File: config.mk
export PLATFORM = sky130hd
export DESIGN_NAME = sdrc_reclock_ctrl
export DESIGN_NICKNAME = d
export VERILOG_FILES = /design/src/verilog/sdrc_pkg.sv /design/src/verilog/sdrc_ref_tick.sv /design/src/verilog/sdrc_reclock_ctrl.sv
export SDC_FILE = /design/constraint.sdc
export NUM_CORES = 1
export LEC_CHECK = 0
export ABC_AREA = 1
export ABC_CLOCK_PERIOD_IN_PS = 2700
export BUFFER_PORTS_ARGS = -buffer_cell sky130_fd_sc_hd__buf_2
export CAP_MARGIN = 20
export CORE_MARGIN = 2
export CORE_UTILIZATION = 53
export CTS_BUF_LIST = sky130_fd_sc_hd__clkbuf_16
export DETAILED_ROUTE_END_ITERATION = 8
export PLACE_DENSITY = 0.82
export SETUP_SLACK_MARGIN = 0.4
export SLEW_MARGIN = 20
export SYNTH_ARGS = -nofsm -noshare
export SYNTH_HDL_FRONTEND = slang
export SYNTH_SLANG_ARGS = --single-unit
File: constraint.sdc
create_clock -name CLK_I -period 2.7 [get_ports CLK_I]
set_input_delay 0.54 -clock CLK_I [delete_from_list [all_inputs] [get_ports CLK_I]]
set_output_delay 0.54 -clock CLK_I [all_outputs]
set_load 0.02 [all_outputs]
File: src/verilog/sdrc_pkg.sv
// constants shared by the reclocker control and status block
package sdrc_pkg;

    // system clock and reference timing
    localparam int unsigned CLK_FREQ_MHZ   = 100;
    localparam int unsigned CLK_PERIOD_NS  = 10;
    localparam int unsigned REF_FREQ_MHZ   = 27;
    localparam int unsigned REF_PERIOD_NS  = 37;
    // one reference period as whole clock cycles, rounded up
    localparam int unsigned REF_PERIOD_CYC = (REF_PERIOD_NS + CLK_PERIOD_NS - 1) / CLK_PERIOD_NS;

    // longest time from an input change until lock drops
    localparam int unsigned LOCK_DROP_MAX_US  = 1000;
    localparam int unsigned LOCK_DROP_MAX_CYC = (LOCK_DROP_MAX_US * 1000 * 1000) / CLK_PERIOD_NS / 1000;
    // the requalify window spans the full lock drop time in milliseconds
    localparam int unsigned RELOCK_HOLD_MS    = 1;
    localparam int unsigned RELOCK_HOLD_CYC   = (RELOCK_HOLD_MS * 1000000) / CLK_PERIOD_NS;

    // apb register map, byte addresses
    localparam logic [11:0] CTRL_OFFSET   = 12'h000;
    localparam logic [11:0] STATUS_OFFSET = 12'h004;

    // control register fields
    localparam int unsigned CTRL_SW_MUTE_BIT   = 0;
    localparam int unsigned CTRL_SW_BYPASS_BIT = 1;
    localparam logic [1:0]  CTRL_RESET         = 2'h0;

    // status register fields
    localparam int unsigned STAT_LOCK_BIT     = 0;
    localparam int unsigned STAT_STD_RATE_BIT = 1;
    localparam int unsigned STAT_BYPASS_BIT   = 2;
    localparam int unsigned STAT_PRI_MUTE_BIT = 3;
    localparam int unsigned STAT_CLK_MODE_BIT = 4;
    localparam int unsigned STAT_RELOCK_BIT   = 5;

    // defaults applied by the internal pulls when a control pin floats
    localparam logic MUTE_N_PULL    = 1'b1;
    localparam logic BYPASS_PULL    = 1'b0;
    localparam logic CLK_SEL_PULL   = 1'b0;

    // levels held by a muted differential pair
    localparam logic MUTE_LEVEL_P   = 1'b0;
    localparam logic MUTE_LEVEL_N   = 1'b1;

    // lock qualification states
    typedef enum logic [0:0] {
        LK_TRACK  = 1'b0,
        LK_REQUAL = 1'b1
    } sdrc_lock_e;

endpackage

File: src/verilog/sdrc_ref_tick.sv
// fractional divider giving one tick per reference clock period
`timescale 1ns/1ps

module sdrc_ref_tick #(
    parameter int unsigned CLK_MHZ = sdrc_pkg::CLK_FREQ_MHZ,
    parameter int unsigned REF_MHZ = sdrc_pkg::REF_FREQ_MHZ,
    parameter int unsigned ACC_W   = 8
) (
    input  wire logic clk_i,
    input  wire logic reset_n_i,
    input  wire logic ce_i,
    output logic      tick_o
);

    typedef struct packed {
        logic [ACC_W-1:0] acc;
        logic             tick;
    } sdrc_tick_s;

    localparam logic [ACC_W-1:0] STEP = ACC_W'(REF_MHZ);
    localparam logic [ACC_W-1:0] MODU = ACC_W'(CLK_MHZ);

    sdrc_tick_s st_q;
    sdrc_tick_s st_d;
    logic [ACC_W:0] sum;

    // phase accumulator: average tick rate is exactly ref over clk, jitter one cycle
    always_comb begin
        st_d = st_q;
        sum  = {1'b0, st_q.acc} + {1'b0, STEP};
        if (sum >= {1'b0, MODU}) begin
            st_d.acc  = ACC_W'(sum - {1'b0, MODU});
            st_d.tick = 1'b1;
        end else begin
            st_d.acc  = ACC_W'(sum);
            st_d.tick = 1'b0;
        end
    end

    // state register, frozen while the clock enable is low
    always_ff @(posedge clk_i or negedge reset_n_i) begin
        if (!reset_n_i) begin
            st_q <= '0;
        end else if (ce_i) begin
            st_q <= st_d;
        end
    end

    assign tick_o = st_q.tick & ce_i;

endmodule // sdrc_ref_tick

File: src/verilog/sdrc_reclock_ctrl.sv
// control and status logic of the serial video reclocker with apb registers
`timescale 1ns/1ps

// Functional notes
// - Mute input low mutes primary and second outputs in data or clock mode.
// - Mute wins over bypass and lock state.
// - Undriven mute input reads as high, outputs enabled.
// - Bypass input high passes raw input data without retiming.
// - Bypass low: bypass automatically when unlocked or rate unsupported.
// - Bypass input high keeps lock indicator low.
// - Undriven bypass input reads as low, automatic mode.
// - Lock 0 means bypassed; lock 1 with bypass 0 means retimed when the rate is supported, bypassed otherwise.
// - Lock may be tied to mute input, muting outputs while unlocked.
// - Standard-rate indicator high means locked at the supported rate.
// - Standard-rate indicator is registered, forced low while unlocked.
// - Standard-rate indicator settles within one reference period after lock rises, and clears on the next cycle after lock falls.
// - Input data change drops lock within a bounded time.
// - Clock select high gives recovered clock, low gives the primary data, retimed or raw when bypassed.
// - Undriven clock select reads as low, data on second output.
// - Both outputs are driven continuously, never tristated.
// - Lock high only with valid data present and pll locked.
// - Muted pair holds fixed opposite levels.
// - Second output in clock mode mutes while bypass is active.
// - Clock rising edge sits near the centre of each data bit.
module sdrc_reclock_ctrl #(
    parameter int unsigned RELOCK_HOLD_CYC = sdrc_pkg::RELOCK_HOLD_CYC,
    parameter int unsigned HOLD_W          = 17
) (
    input  wire logic        CLK_I,
    input  wire logic        RESET_N_I,
    input  wire logic        CE_I,
    // control pins, each with a flag telling whether the board drives it
    input  wire logic        MUTE_N_I,
    input  wire logic        MUTE_N_DRIVEN_I,
    input  wire logic        BYPASS_I,
    input  wire logic        BYPASS_DRIVEN_I,
    input  wire logic        CLOCK_OUT_SELECT_I,
    input  wire logic        CLOCK_OUT_SELECT_DRIVEN_I,
    // conditions from the analog clock recovery
    input  wire logic        PLL_LOCKED_I,
    input  wire logic        DATA_PRESENT_I,
    input  wire logic        RATE_SUPPORTED_I,
    input  wire logic        SIGNAL_CHANGE_I,
    // serial stream samples
    input  wire logic        SERIAL_IN_I,
    input  wire logic        RETIMED_DATA_I,
    input  wire logic        RECOVERED_CLK_I,
    // outputs
    output logic             PRIMARY_SERIAL_OUT_P_O,
    output logic             PRIMARY_SERIAL_OUT_N_O,
    output logic             SECOND_SERIAL_OUT_P_O,
    output logic             SECOND_SERIAL_OUT_N_O,
    output logic             PLL_LOCK_FLAG_PIN_O,
    output logic             STD_RATE_FLAG_O,
    // apb slave
    input  wire logic        PSEL,
    input  wire logic        PENABLE,
    input  wire logic        PWRITE,
    input  wire logic [11:0] PADDR,
    input  wire logic [31:0] PWDATA,
    output logic [31:0]      PRDATA,
    output logic             PREADY,
    output logic             PSLVERR
);

    typedef struct packed {
        logic [31:0]          rdata;
        logic                 sw_mute;
        logic                 sw_bypass;
        logic                 std_rate;
        sdrc_pkg::sdrc_lock_e lk_st;
        logic [HOLD_W-1:0]    hold_cnt;
        logic                 pri_p;
        logic                 pri_n;
        logic                 sec_p;
        logic                 sec_n;
    } sdrc_state_s;

    localparam logic [HOLD_W-1:0] HOLD_LAST = HOLD_W'(RELOCK_HOLD_CYC - 1);

    sdrc_state_s st_q;
    sdrc_state_s st_d;

    logic mute_n_eff;
    logic bypass_pin;
    logic clk_sel;
    logic relock_pend;
    logic lock_raw;
    logic bypass_act;
    logic mute_pri;
    logic mute_sec;
    logic ref_tick;
    logic apb_setup;
    logic apb_access;
    logic addr_hit;

    // floating pins take the level of their internal pull
    function automatic logic pin_level(input logic val, input logic driven, input logic pull);
        pin_level = driven ? val : pull;
    endfunction

    // address decode, used only for the error response
    function automatic logic reg_mapped(input logic [11:0] addr);
        reg_mapped = (addr == sdrc_pkg::CTRL_OFFSET) || (addr == sdrc_pkg::STATUS_OFFSET);
    endfunction

    // reference period timing, derived from the system clock
    sdrc_ref_tick u_ref_tick (
        .clk_i     (CLK_I),
        .reset_n_i (RESET_N_I),
        .ce_i      (CE_I),
        .tick_o    (ref_tick)
    );

    // pin resolution with pull defaults
    assign mute_n_eff = pin_level(MUTE_N_I, MUTE_N_DRIVEN_I, sdrc_pkg::MUTE_N_PULL);
    assign bypass_pin = pin_level(BYPASS_I, BYPASS_DRIVEN_I, sdrc_pkg::BYPASS_PULL)
                        | st_q.sw_bypass;
    assign clk_sel    = pin_level(CLOCK_OUT_SELECT_I, CLOCK_OUT_SELECT_DRIVEN_I,
                                  sdrc_pkg::CLK_SEL_PULL);

    // lock indicator: combinational so a board tie to the mute pin acts at once
    assign relock_pend = (st_q.lk_st == sdrc_pkg::LK_REQUAL);
    assign lock_raw    = PLL_LOCKED_I & DATA_PRESENT_I & ~relock_pend;
    assign PLL_LOCK_FLAG_PIN_O = lock_raw & ~bypass_pin;

    // bypass is forced by pin or taken automatically on lost lock or foreign rate
    assign bypass_act = bypass_pin | ~lock_raw | ~RATE_SUPPORTED_I;

    // mute has priority over bypass; a lock-to-mute tie mutes while unlocked
    assign mute_pri = ~mute_n_eff | st_q.sw_mute;
    assign mute_sec = mute_pri | (clk_sel & bypass_act);

    // apb phases; wait states only while the block is frozen
    assign apb_setup  = PSEL & ~PENABLE;
    assign apb_access = PSEL & PENABLE;
    assign addr_hit   = reg_mapped(PADDR);

    // next-state logic for lock qualification, indicator, outputs and registers
    always_comb begin
        st_d = st_q;

        // a data change holds lock low until the pll drops or the window ends
        unique case (st_q.lk_st)
            sdrc_pkg::LK_TRACK: begin
                st_d.hold_cnt = '0;
                if (SIGNAL_CHANGE_I) begin
                    st_d.lk_st = sdrc_pkg::LK_REQUAL;
                end
            end
            sdrc_pkg::LK_REQUAL: begin
                if (SIGNAL_CHANGE_I) begin
                    st_d.hold_cnt = '0;
                end else if (!PLL_LOCKED_I || st_q.hold_cnt == HOLD_LAST) begin
                    st_d.lk_st    = sdrc_pkg::LK_TRACK;
                    st_d.hold_cnt = '0;
                end else begin
                    st_d.hold_cnt = st_q.hold_cnt + HOLD_W'(1);
                end
            end
        endcase

        // rate flag samples once per reference period, cleared at once on unlock
        if (!PLL_LOCK_FLAG_PIN_O) begin
            st_d.std_rate = 1'b0;
        end else if (ref_tick) begin
            st_d.std_rate = RATE_SUPPORTED_I;
        end

        // primary pair: fixed opposite levels when muted, raw data when bypassed
        if (mute_pri) begin
            st_d.pri_p = sdrc_pkg::MUTE_LEVEL_P;
        end else if (bypass_act) begin
            st_d.pri_p = SERIAL_IN_I;
        end else begin
            st_d.pri_p = RETIMED_DATA_I;
        end
        st_d.pri_n = mute_pri ? sdrc_pkg::MUTE_LEVEL_N : ~st_d.pri_p;

        // second pair: recovered clock when selected, else data; clock already centred on the bit by the cdr
        if (mute_sec) begin
            st_d.sec_p = sdrc_pkg::MUTE_LEVEL_P;
        end else if (clk_sel) begin
            st_d.sec_p = RECOVERED_CLK_I;
        end else if (bypass_act) begin
            st_d.sec_p = SERIAL_IN_I;
        end else begin
            st_d.sec_p = RETIMED_DATA_I;
        end
        st_d.sec_n = mute_sec ? sdrc_pkg::MUTE_LEVEL_N : ~st_d.sec_p;

        // read data is captured in setup so it comes from a flop in access
        if (apb_setup) begin
            st_d.rdata = '0;
            if (PADDR == sdrc_pkg::CTRL_OFFSET) begin
                st_d.rdata[sdrc_pkg::CTRL_SW_MUTE_BIT]   = st_q.sw_mute;
                st_d.rdata[sdrc_pkg::CTRL_SW_BYPASS_BIT] = st_q.sw_bypass;
            end else if (PADDR == sdrc_pkg::STATUS_OFFSET) begin
                st_d.rdata[sdrc_pkg::STAT_LOCK_BIT]     = PLL_LOCK_FLAG_PIN_O;
                st_d.rdata[sdrc_pkg::STAT_STD_RATE_BIT] = st_q.std_rate;
                st_d.rdata[sdrc_pkg::STAT_BYPASS_BIT]   = bypass_act;
                st_d.rdata[sdrc_pkg::STAT_PRI_MUTE_BIT] = mute_pri;
                st_d.rdata[sdrc_pkg::STAT_CLK_MODE_BIT] = clk_sel;
                st_d.rdata[sdrc_pkg::STAT_RELOCK_BIT]   = relock_pend;
            end
        end

        // writes land in the access phase; status is read only
        if (apb_access && PWRITE && PADDR == sdrc_pkg::CTRL_OFFSET) begin
            st_d.sw_mute   = PWDATA[sdrc_pkg::CTRL_SW_MUTE_BIT];
            st_d.sw_bypass = PWDATA[sdrc_pkg::CTRL_SW_BYPASS_BIT];
        end
    end

    // single state register; the clock enable freezes everything
    always_ff @(posedge CLK_I or negedge RESET_N_I) begin
        if (!RESET_N_I) begin
            st_q           <= '0;
            st_q.sw_mute   <= sdrc_pkg::CTRL_RESET[sdrc_pkg::CTRL_SW_MUTE_BIT];
            st_q.sw_bypass <= sdrc_pkg::CTRL_RESET[sdrc_pkg::CTRL_SW_BYPASS_BIT];
            st_q.lk_st     <= sdrc_pkg::LK_TRACK;
            st_q.pri_n     <= sdrc_pkg::MUTE_LEVEL_N;
            st_q.sec_n     <= sdrc_pkg::MUTE_LEVEL_N;
        end else if (CE_I) begin
            st_q <= st_d;
        end
    end

    // outputs
    assign PRIMARY_SERIAL_OUT_P_O = st_q.pri_p;
    assign PRIMARY_SERIAL_OUT_N_O = st_q.pri_n;
    assign SECOND_SERIAL_OUT_P_O  = st_q.sec_p;
    assign SECOND_SERIAL_OUT_N_O  = st_q.sec_n;
    assign STD_RATE_FLAG_O        = st_q.std_rate;
    assign PRDATA                 = st_q.rdata;
    // frozen block stalls the bus rather than drop a write
    assign PREADY                 = CE_I;
    assign PSLVERR                = apb_access & ~addr_hit;
endmodule // sdrc_reclock_ctrl

==> flow_summary.yaml, run 1 <==
sta:
  max_freq_mhz: 503
  period_share_pct: 73.7
  max-slew-margin-rel_pct: 43.4
  setup_viol: 0
  post-route-worst-setup-slack_ns: 0.711
  slew_viol_final: 0
  worst_hold_slack_ns: 0.364
  skew_ns: 0.00467
  layout_min_cycle_time_ns: 1.99
  hold_viol: 0
  worstMarginPinSlew_ns: 0.850
  tns_ns: 0
  rsz0062_at_grt: "no"
placed_design:
  place_area_um2: 2860
  dp_cells: 455
  place_ws_ns: 0.713
  port_buffers: 46
  dpl.hpwl_um: 3980
  place_congestion: 0.832
synth:
  synth-seq-cells: 40
  yosysWarnings: 0
  avgSynthCellArea_um2: 7.72
  synth_cell_types: 43
  yosysSeqAreaShare_pct: 36.8
  synth_area_um2: 2730
  synthCells: 353
floorplan:
  start_util_pct: 54.0
  die_w_um: 75.7
  rows: 26
  die_h_um: 75.7
  io-pin-count: 103
  core-area_um2: 5040
  die_area_um2: 5730
global_routing:
  gr-usage-all-layers_pct: 20.0
  grt_pass1_vias: 2054
  grt_pass1_wl_um: 8780
  grt_remaining_overflow: 0
  grt_max_degree: 41
  antenna_found_initial: 0
critical_path:
  cp-start-kind: "flop"
  reg2reg_depth: 14
  crit_required_ns: 2.88
  timing.rr.end: "u_ref_tick.st_q[6]$_DFFE_PN0P_"
  rr_startpoint: "u_ref_tick.st_q[1]$_DFFE_PN0P_"
  end_kind: "flop"
  cp_max_fo: 6
  rrSetupSlack_ns: 0.71
  worstSetupPathType: "flop to flop"
  arrival_ns: 2.17
detailed_routing:
  viasPerCell: 4.97
  post_drt_wl_per_cell_um: 11.7
  dr.pass1.iters: 4
  routed_wl_um: 5440
  drtAntennaViolNets: 0
  drc: 0
  drt-initial-drc-count: 57
  vias: 2303
clock_network:
  clk_pin_slew_ns: 0.06
  post_cts_buffers: 0
  h-tree-depth: 2
  clock_latency_ns: 0.28
  cts_tree: "done"
  cts_buffers: 5
  cts.sinks: 40
  cts_buffer_depth: 2
  postCtsHoldBufs: 0
  root_buffer: "clkbuf_16"
  post_cts_resized: 0
power_and_ir_drop:
  p_leak_nw: 1.51
  pwr_density_cell_nw_per_um2: 836
  ir_worst_vdd_uv: 336
final_layout:
  antenna_cells: 0
  stdcell_count: 463
  layout-drive-gt1-share_pct: 21.4
  area_delta_synth_final_pct: 10.8
  fillers: 448
  design_area_um2: 3020
  nets: 460
worst_hold_path:
  min_path_type: "input pin to asynchronous set/reset pin"
run:
  drv_cap: 0
status:
  outcome: "complete, no violations"
final cells by class:
type | instances | area [um2] | area share (%)
inverters | 44 | 165 | 5.47
multi-input cells | 254 | 1360 | 45.1
clock buffers | 5 | 125 | 4.14
flip-flops and latches | 40 | 1000 | 33.2
well taps | 70 | 87.6 | 2.90
repair buffers | 47 | 238 | 7.87
clock inverters | 3 | 38.8 | 1.28
where the power goes:
part	total (mW)	switching, mW	internal (mW)
clock	0.654	0.224	0.430
sequential	0.762	0.0771	0.685
combinational	1.11	0.709	0.400
total	2.53	1.01	1.52
sequential cells by signal, summed over array words and instances, names as in the netlist:
register	flops
STD_RATE_FLAG_O	1
relock_pend	1
PRIMARY_SERIAL_OUT_N_O	1
u_ref_tick.st_q	9
st_q	19
PRIMARY_SERIAL_OUT_P_O	1
PRDATA	6
SECOND_SERIAL_OUT_P_O	1
SECOND_SERIAL_OUT_N_O	1
how the worst max path moves through the flow:
stage / cells past startpoint / slack [ns] / startpoint / endpoint
global route: 14 / 0.48 / u_ref_tick.st_q[1]$_DFFE_PN0P_ / u_ref_tick.st_q[7]$_DFFE_PN0P_
finish: 14 / 0.71 / u_ref_tick.st_q[1]$_DFFE_PN0P_ / u_ref_tick.st_q[6]$_DFFE_PN0P_
floorplan: 8 / 0.84 / PLL_LOCKED_I / SECOND_SERIAL_OUT_P_O$_DFFE_PN0P_
global placement: 14 / 0.78 / u_ref_tick.st_q[1]$_DFFE_PN0P_ / u_ref_tick.st_q[7]$_DFFE_PN0P_
CTS: 14 / 0.70 / u_ref_tick.st_q[1]$_DFFE_PN0P_ / u_ref_tick.st_q[6]$_DFFE_PN0P_
detailed placement: 14 / 0.71 / u_ref_tick.st_q[1]$_DFFE_PN0P_ / u_ref_tick.st_q[7]$_DFFE_PN0P_
per-stage QoR:
stage / total power, mW / utilization [%]
after floorplan: 1.73 / -
after global placement: 1.84 / 56.6
after detailed placement: 1.88 / 56.6
after CTS: 2.54 / 59.9
after global routing: 2.74 / 59.9
final: 2.53 / 59.9
worst max-delay path, cell delays in order (launching register included):
cell	delay, ns
dfrtp_1	0.42
inv_1	0.07
ha_1	0.21
inv_1	0.07
nand2_2	0.06
nand3_1	0.18
nand2_4	0.10
nor2_2	0.10
nand2_2	0.10
a21oi_4	0.24
nand2_4	0.11
nand2_1	0.07
nand2_1	0.06
nand2_1	0.05
nand2_1	0.05
cell usage in the layout (no fill, tap or decap), types with 10 or more instances in the layout:
cell	count
nand2_1	83
buf_2	46
dfrtp_1	38
inv_1	36
conb_1	26
nand3_1	23
nor2_1	21
o21ai_0	15
xor2_1	12
o21ai_1	11
nand4_1	10
routing by layer:
| layer | track usage (%) | vias up | wire (um) |
|---|---|---|---|
| li1 | - | 1156 | - |
| met2 | 36.7 | 66 | 2760 |
| met3 | 3.57 | 7 | 241 |
| met1 | 23.6 | 1074 | 2370 |
| met4 | 6.24 | 0 | 63 |
| met5 | 0 | - | 0 |
cells by family after synthesis:
kind of cell	share of synthesized area (%)
other	0.138
xor gates and xnor gates	4.50
AOI/OAI and AO/OA	9.50
and+or+nand+nor	28.9
adders and majority gates	2.30
buffers and inverters	16.7
muxes	1.19
DFF	36.8
synthesized netlist by cell type (all sizes together):
library cell	count	area share, %
and3	1	0.23
nand3b	1	0.28
nor4	3	0.92
clkinv	1	0.14
nor2	27	5.0
dfrtp	38	35
a31oi	2	0.46
a31o	1	0.32
xnor2	2	0.64
mux2i	1	0.37
o211ai	1	0.28
a21oi	3	0.96
nor3	5	1.3
clkbuf	2	0.28
dfstp	2	1.9
buf	38	10
o21ai	27	5.1
conb	1	0.14
nand4	10	2.3
nand2	89	13
mux2	2	0.83
xor2	12	3.9
and2	1	0.32
ha	5	2.3
inv	43	5.9
o21a	2	0.55
o22ai	8	1.8
nand3	25	5.2
Note: power is estimated with default switching activity, not from simulation.
==> run 2: changes to the inputs <==
Settings changed: ABC_AREA 1 to 0, ABC_CLOCK_PERIOD_IN_PS 2700 to 2000, CORE_UTILIZATION 53 to 49, PLACE_DENSITY 0.82 to 0.77.
Clock period 2.7 ns to 2 ns, I/O delays scaled along.
==> run 2 against run 1 <==
  * The flow now finishes with violations (setup timing)
  * First-iteration DRC count grew to 4.9 times the previous value
  * Area after synthesis is 1.8% lower
  * Combinational power up 150%
  * Clock skew shrank 0.0014 ns
  * Sequential share of layout area shrank 9.1 points
==> flow_summary.yaml, run 2 <==
status:
  outcome: "finished, violations left"
  violations: "setup timing"
clock_network:
  root_buffer: "clkbuf_16"
  clk_pin_slew_ns: 0.06
  postCtsHoldBufs: 0
  cts_buffer_depth: 2
  cts_tree: "done"
  h-tree-depth: 2
  clock_latency_ns: 0.28
  cts.sinks: 40
  cts_buffers: 5
synth:
  synth_top_family_by_area: "compound AO/OA/AOI/OAI gates"
  synth_area_leader_cell: "dfrtp_1"
  synth-compound-area-share_pct: 22.0
  synthSimpleGateAreaFrac_pct: 20.0
  synth_edf_count: 0
  synth_cell_types: 64
  synth-async-reset-ratio_pct: 100
  yosysSeqAreaShare_pct: 37.5
  yosys-top-cells-area: "dfrtp_1 36%, buf_4 9.5%, o21ai_0 4.9%"
  synth_ff_type: "dfrtp_1"
  avgSynthCellArea_um2: 9.13
  synthCells: 293
  yosys.area.top_type_share_pct: 35.5
  yosysWarnings: 0
  synth_adder_area_share_pct: 2.34
  synth_commonest_cells: "38 x dfrtp_1, 34 x buf_4, 31 x nand2_1"
  synthMuxAreaShare_pct: 2.71
  synth_xor_area_share_pct: 2.57
  synth_area_um2: 2680
  synth-seq-cells: 40
  synth.most_common_cell: "dfrtp_1"
sta:
  post-route-worst-setup-slack_ns: -0.236
  layout_min_cycle_time_ns: 2.24
  max-slew-margin-rel_pct: 65.8
  worst_hold_slack_ns: 0.0828
  tns_ns: -1.31
  setup_viol: 15
  hold_viol: 0
  worstMarginPinSlew_ns: 0.513
  period_share_pct: 112
  rsz0062_at_grt: "yes"
  skew_ns: 0.00327
  slew_viol_final: 0
  max_freq_mhz: 447
final_layout:
  antenna_cells: 0
  largest_register_ffs: 19
  layout-drive-gt1-share_pct: 51.6
  design_area_um2: 4160
  final_cell_mix: "46 x buf_4, 42 x buf_2, 36 x dfrtp_1"
  final_common_cell: "buf_4"
  fillers: 259
  largest_register: "st_q"
  nets: 466
  stdcell_count: 469
  fin_util_pct: 80.5
  area_delta_synth_final_pct: 55.7
worst_hold_path:
  min_path_type: "input pin to asynchronous set/reset pin"
critical_path:
  slowest_delay_ns: 0.42
  end_kind: "flop"
  cp-start-kind: "flop"
  crit_required_ns: 2.17
  critPathTopFamily: "compound AO/OA/AOI/OAI gates"
  crit_path_end: "u_ref_tick.st_q[7]$_DFFE_PN0P_"
  arrival_ns: 2.40
  rrSetupSlack_ns: -0.24
  path_cells: "inv_2, ha_4, nor2b_4, o21ai_0, nand4_1, o31a_1, a211o_1, a221o_1"
  path_buf_inv: 1
  reg2reg_depth: 8
  cp-startpoint: "u_ref_tick.st_q[1]$_DFFE_PN0P_"
  slowest_stage: "dfrtp_1"
  rr_startpoint: "u_ref_tick.st_q[1]$_DFFE_PN0P_"
  cp_max_fo: 5
  cp_num_cells: 8
  timing.rr.end: "u_ref_tick.st_q[7]$_DFFE_PN0P_"
  worstSetupPathType: "flop to flop"
power_and_ir_drop:
  p_leak_nw: 1.94
  pwr_density_cell_nw_per_um2: 1140
  total_power_mw: 4.73
  ir_worst_vdd_uv: 861
detailed_routing:
  met1Wirelength_um: 3610
  dr_wl_met3_um: 956
  drc: 0
  drtAntennaViolNets: 0
  dr.pass1.iters: 5
  post_drt_wl_per_cell_um: 20.9
  viasPerCell: 6.21
  drt-initial-drc-count: 277
  routed_wl_um: 9790
  wl_met2_um: 4770
  vias: 2914
  routed.top_layer: "met4"
global_routing:
  gr-usage-all-layers_pct: 26.8
  antenna_found_initial: 0
  grt_max_degree: 24
  grt_pass1_vias: 2696
  grt_remaining_overflow: 0
  grt_pass1_wl_um: 12900
floorplan:
  io-pin-count: 103
  rows: 26
  die_h_um: 77.9
  core-area_um2: 5170
  start_util_pct: 51.7
  die_w_um: 77.9
  die_area_um2: 6070
placed_design:
  place_congestion: 0.883
  dpl.hpwl_um: 4350
  port_buffers: 46
  place_area_um2: 3100
  dp_cells: 420
  place_ws_ns: -0.230
run:
  drv_cap: 0
==> run 2: cell types whose count changed after synthesis, moves of 8 or more <==
cell,previous run,this run
o21ai_1,11,1
a21oi_1,2,11
inv_2,8,0
o21ai_0,15,26
nand2_1,83,31
inv_1,35,8
o22ai_1,8,0
nor2_1,21,8
xor2_1,12,2
nand3_1,23,10
==> run 2: per-layer routing <==
layer	track usage, %	up-vias
met5	0	-
met1	31.1	1401
met3	6.28	56
met2	47.6	227
li1	-	1230
met4	10.0	0
==> run 2: repair_timing <==
| action | 4_1_cts | 5_1_grt |
|---|---|---|
| pin swaps | 31 | 27 |
| gates resized for setup | 60 | 54 |
| endpoints found under the setup margin | 26 | 34 |
| setup buffers | 23 | 15 |
| gates cloned | 2 | 1 |
==> run 2: power breakdown <==
group | internal, mW | switching [mW]
Clock | 0.580 | 0.311
Combinational | 1.35 | 1.39
Sequential | 0.923 | 0.173
Total | 2.86 | 1.87
==> run 2: final cells by class <==
type | count | area (um2) | share of cell area (%)
multi-input combinational | 226 | 1910 | 45.8
sequential | 40 | 1010 | 24.2
timing repair buffer | 117 | 970 | 23.3
clock buffer | 5 | 125 | 3.00
tap | 70 | 87.6 | 2.10
clock inverter | 3 | 37.5 | 0.901
inverter | 8 | 30.0 | 0.721
==> run 2: worst min-delay path by stage <==
stage / endpoint / cells past startpoint / from
2_1_floorplan: PRDATA[0]$_DFFE_PN0P_ / 0 / RESET_N_I
3_3_place_gp: u_ref_tick.st_q[7]$_DFFE_PN0P_ / 1 / RESET_N_I
3_5_place_dp: u_ref_tick.st_q[7]$_DFFE_PN0P_ / 1 / RESET_N_I
4_1_cts: u_ref_tick.st_q[7]$_DFFE_PN0P_ / 1 / RESET_N_I
5_1_grt: st_q[24]$_DFFE_PN0P_ / 1 / RESET_N_I
6_report: u_ref_tick.st_q[8]$_DFFE_PN0P_ / 1 / RESET_N_I
==> run 2: cells by family (layout without fill, tap and decap cells) <==
family          count (synthesis)  after routing
buf+inv                        52            133
simple gates                   98             98
xor+xnor                        7              7
fa+ha+maj                       5              5
compound gates                 83             83
mux                             7              7
other cells                     1             26
flops                          40             40
==> run 3: changes to the inputs <==
Settings changed: RECOVER_POWER set to 50.
==> run 3 against run 2 <==
  * The flow still finishes with violations (setup timing)
  * Via count shrank 1.3%
  * Sequential share of layout area grew 0.095 points
  * Setup slack gained 0.0091 ns
  * Maximum frequency grew 0.41%
  * Register-to-register slack is essentially flat
  * Global-route usage is the same
  * Routed wire length grew 0.20%
  * Final cell count is the same
==> flow_summary.yaml, run 3 (synthesis gave the netlist of run 2 again) <==
critical_path:
  timing.rr.end: "u_ref_tick.st_q[7]$_DFFE_PN0P_"
  cp-start-kind: "flop"
  rr_startpoint: "u_ref_tick.st_q[1]$_DFFE_PN0P_"
  rrSetupSlack_ns: -0.23
  crit_required_ns: 2.16
  worstSetupPathType: "flop to flop"
  reg2reg_depth: 8
  end_kind: "flop"
  arrival_ns: 2.39
  cp_max_fo: 5
floorplan:
  core-area_um2: 5170
  rows: 26
  start_util_pct: 51.7
  die_w_um: 77.9
  die_area_um2: 6070
  die_h_um: 77.9
  io-pin-count: 103
sta:
  rsz0062_at_grt: "yes"
  skew_ns: 0.00421
  layout_min_cycle_time_ns: 2.23
  max_freq_mhz: 449
  max-slew-margin-rel_pct: 23.6
  period_share_pct: 111
  post-route-worst-setup-slack_ns: -0.227
  slew_viol_final: 0
  worstMarginPinSlew_ns: 1.15
  hold_viol: 0
  tns_ns: -1.31
  setup_viol: 16
clock_network:
  cts.sinks: 40
  clock_latency_ns: 0.28
  postCtsHoldBufs: 0
  cts_buffer_depth: 2
  clk_pin_slew_ns: 0.06
  cts_tree: "done"
  root_buffer: "clkbuf_16"
  cts_buffers: 5
  h-tree-depth: 2
detailed_routing:
  drtAntennaViolNets: 0
  dr.pass1.iters: 5
  viasPerCell: 6.13
  drt-initial-drc-count: 239
  drc: 0
  routed_wl_um: 9810
  vias: 2876
  post_drt_wl_per_cell_um: 20.9
placed_design:
  dp_cells: 420
  port_buffers: 46
  place_congestion: 0.883
  dpl.hpwl_um: 4350
status:
  violations: "setup timing"
  outcome: "finished, violations left"
global_routing:
  grt_pass1_vias: 2696
  gr-usage-all-layers_pct: 26.8
  grt_remaining_overflow: 0
  grt_pass1_wl_um: 12900
  grt_max_degree: 24
  antenna_found_initial: 0
power_and_ir_drop:
  pwr_density_cell_nw_per_um2: 1130
  ir_worst_vdd_uv: 866
  p_leak_nw: 1.93
worst_hold_path:
  min_path_type: "input pin to asynchronous set/reset pin"
final_layout:
  final_common_cell: "buf_4"
  largest_register: "st_q"
  layout-drive-gt1-share_pct: 51.4
  stdcell_count: 469
  antenna_cells: 0
  fin_util_pct: 80.2
  largest_register_ffs: 19
  area_delta_synth_final_pct: 55.1
  final_cell_mix: "46 x buf_4, 41 x buf_2, 36 x dfrtp_1"
  nets: 466
  fillers: 262
run:
  drv_cap: 0
run 3: critical path, stage by stage, from the launching register on:
cell,delay (ns)
dfrtp_1,0.42
inv_2,0.09
ha_4,0.19
nor2b_4,0.07
o21ai_0,0.31
nand4_1,0.15
o31a_1,0.28
a211o_1,0.27
a221o_1,0.34
run 3: metrics by stage:
step / setup WS (ns) / power (mW) / hold WS (ns) / area, um2
final: -0.227 / 4.71 / 0.324 / 4150
after global routing: -0.308 / 4.92 / 0.369 / 4150
after CTS: -0.126 / 4.22 / 0.0879 / 3760
after detailed placement: -0.230 / 2.92 / 0.386 / 3100
after global placement: -0.210 / 2.85 / 0.376 / 3100
after floorplan: -0.246 / 2.31 / 0.104 / 2860
run 3: area by class of cell:
| type | count | area, um2 | share of cell area (%) |
|---|---|---|---|
| Tap cell | 70 | 87.6 | 2.11 |
| Sequential cell | 40 | 1010 | 24.3 |
| Inverter | 8 | 30.0 | 0.724 |
| Clock buffer | 5 | 125 | 3.02 |
| Multi-Input combinational cell | 226 | 1910 | 46.0 |
| Clock inverter | 3 | 37.5 | 0.905 |
| Timing Repair Buffer | 117 | 953 | 23.0 |
run 3: report_power, final:
group	internal, mW	switching, mW	total (mW)
clock network	0.579	0.302	0.881
registers	0.923	0.174	1.10
logic	1.35	1.38	2.73
run 3: what timing repair did:
item                                    4_1_cts  5_1_grt
gates cloned                                  2        1
setup buffers                                23       15
endpoints found under the setup margin       26       34
pin swaps                                    31       27
resized for setup                            60       54
run 3: how the worst max path moves through the flow:
stage | start | to
CTS | u_ref_tick.st_q[2]$_DFFE_PN0P_ | u_ref_tick.st_q[7]$_DFFE_PN0P_
detailed placement | u_ref_tick.st_q[2]$_DFFE_PN0P_ | u_ref_tick.st_q[7]$_DFFE_PN0P_
finish | u_ref_tick.st_q[1]$_DFFE_PN0P_ | u_ref_tick.st_q[7]$_DFFE_PN0P_
global placement | u_ref_tick.st_q[2]$_DFFE_PN0P_ | u_ref_tick.st_q[7]$_DFFE_PN0P_
global route | u_ref_tick.st_q[2]$_DFFE_PN0P_ | u_ref_tick.st_q[7]$_DFFE_PN0P_
floorplan | u_ref_tick.st_q[1]$_DFFE_PN0P_ | u_ref_tick.st_q[7]$_DFFE_PN0P_
run 3: routing by layer:
layer  track usage [%]  up-vias  share of wire, %  wire length, um
met4              10.0        0               4.0              391
met1              31.1     1402                38             3710
met5                 0        -                 0                0
met3              6.28       48               9.2              903
met2              47.6      195                49             4810
li1                  -     1231                 -                -
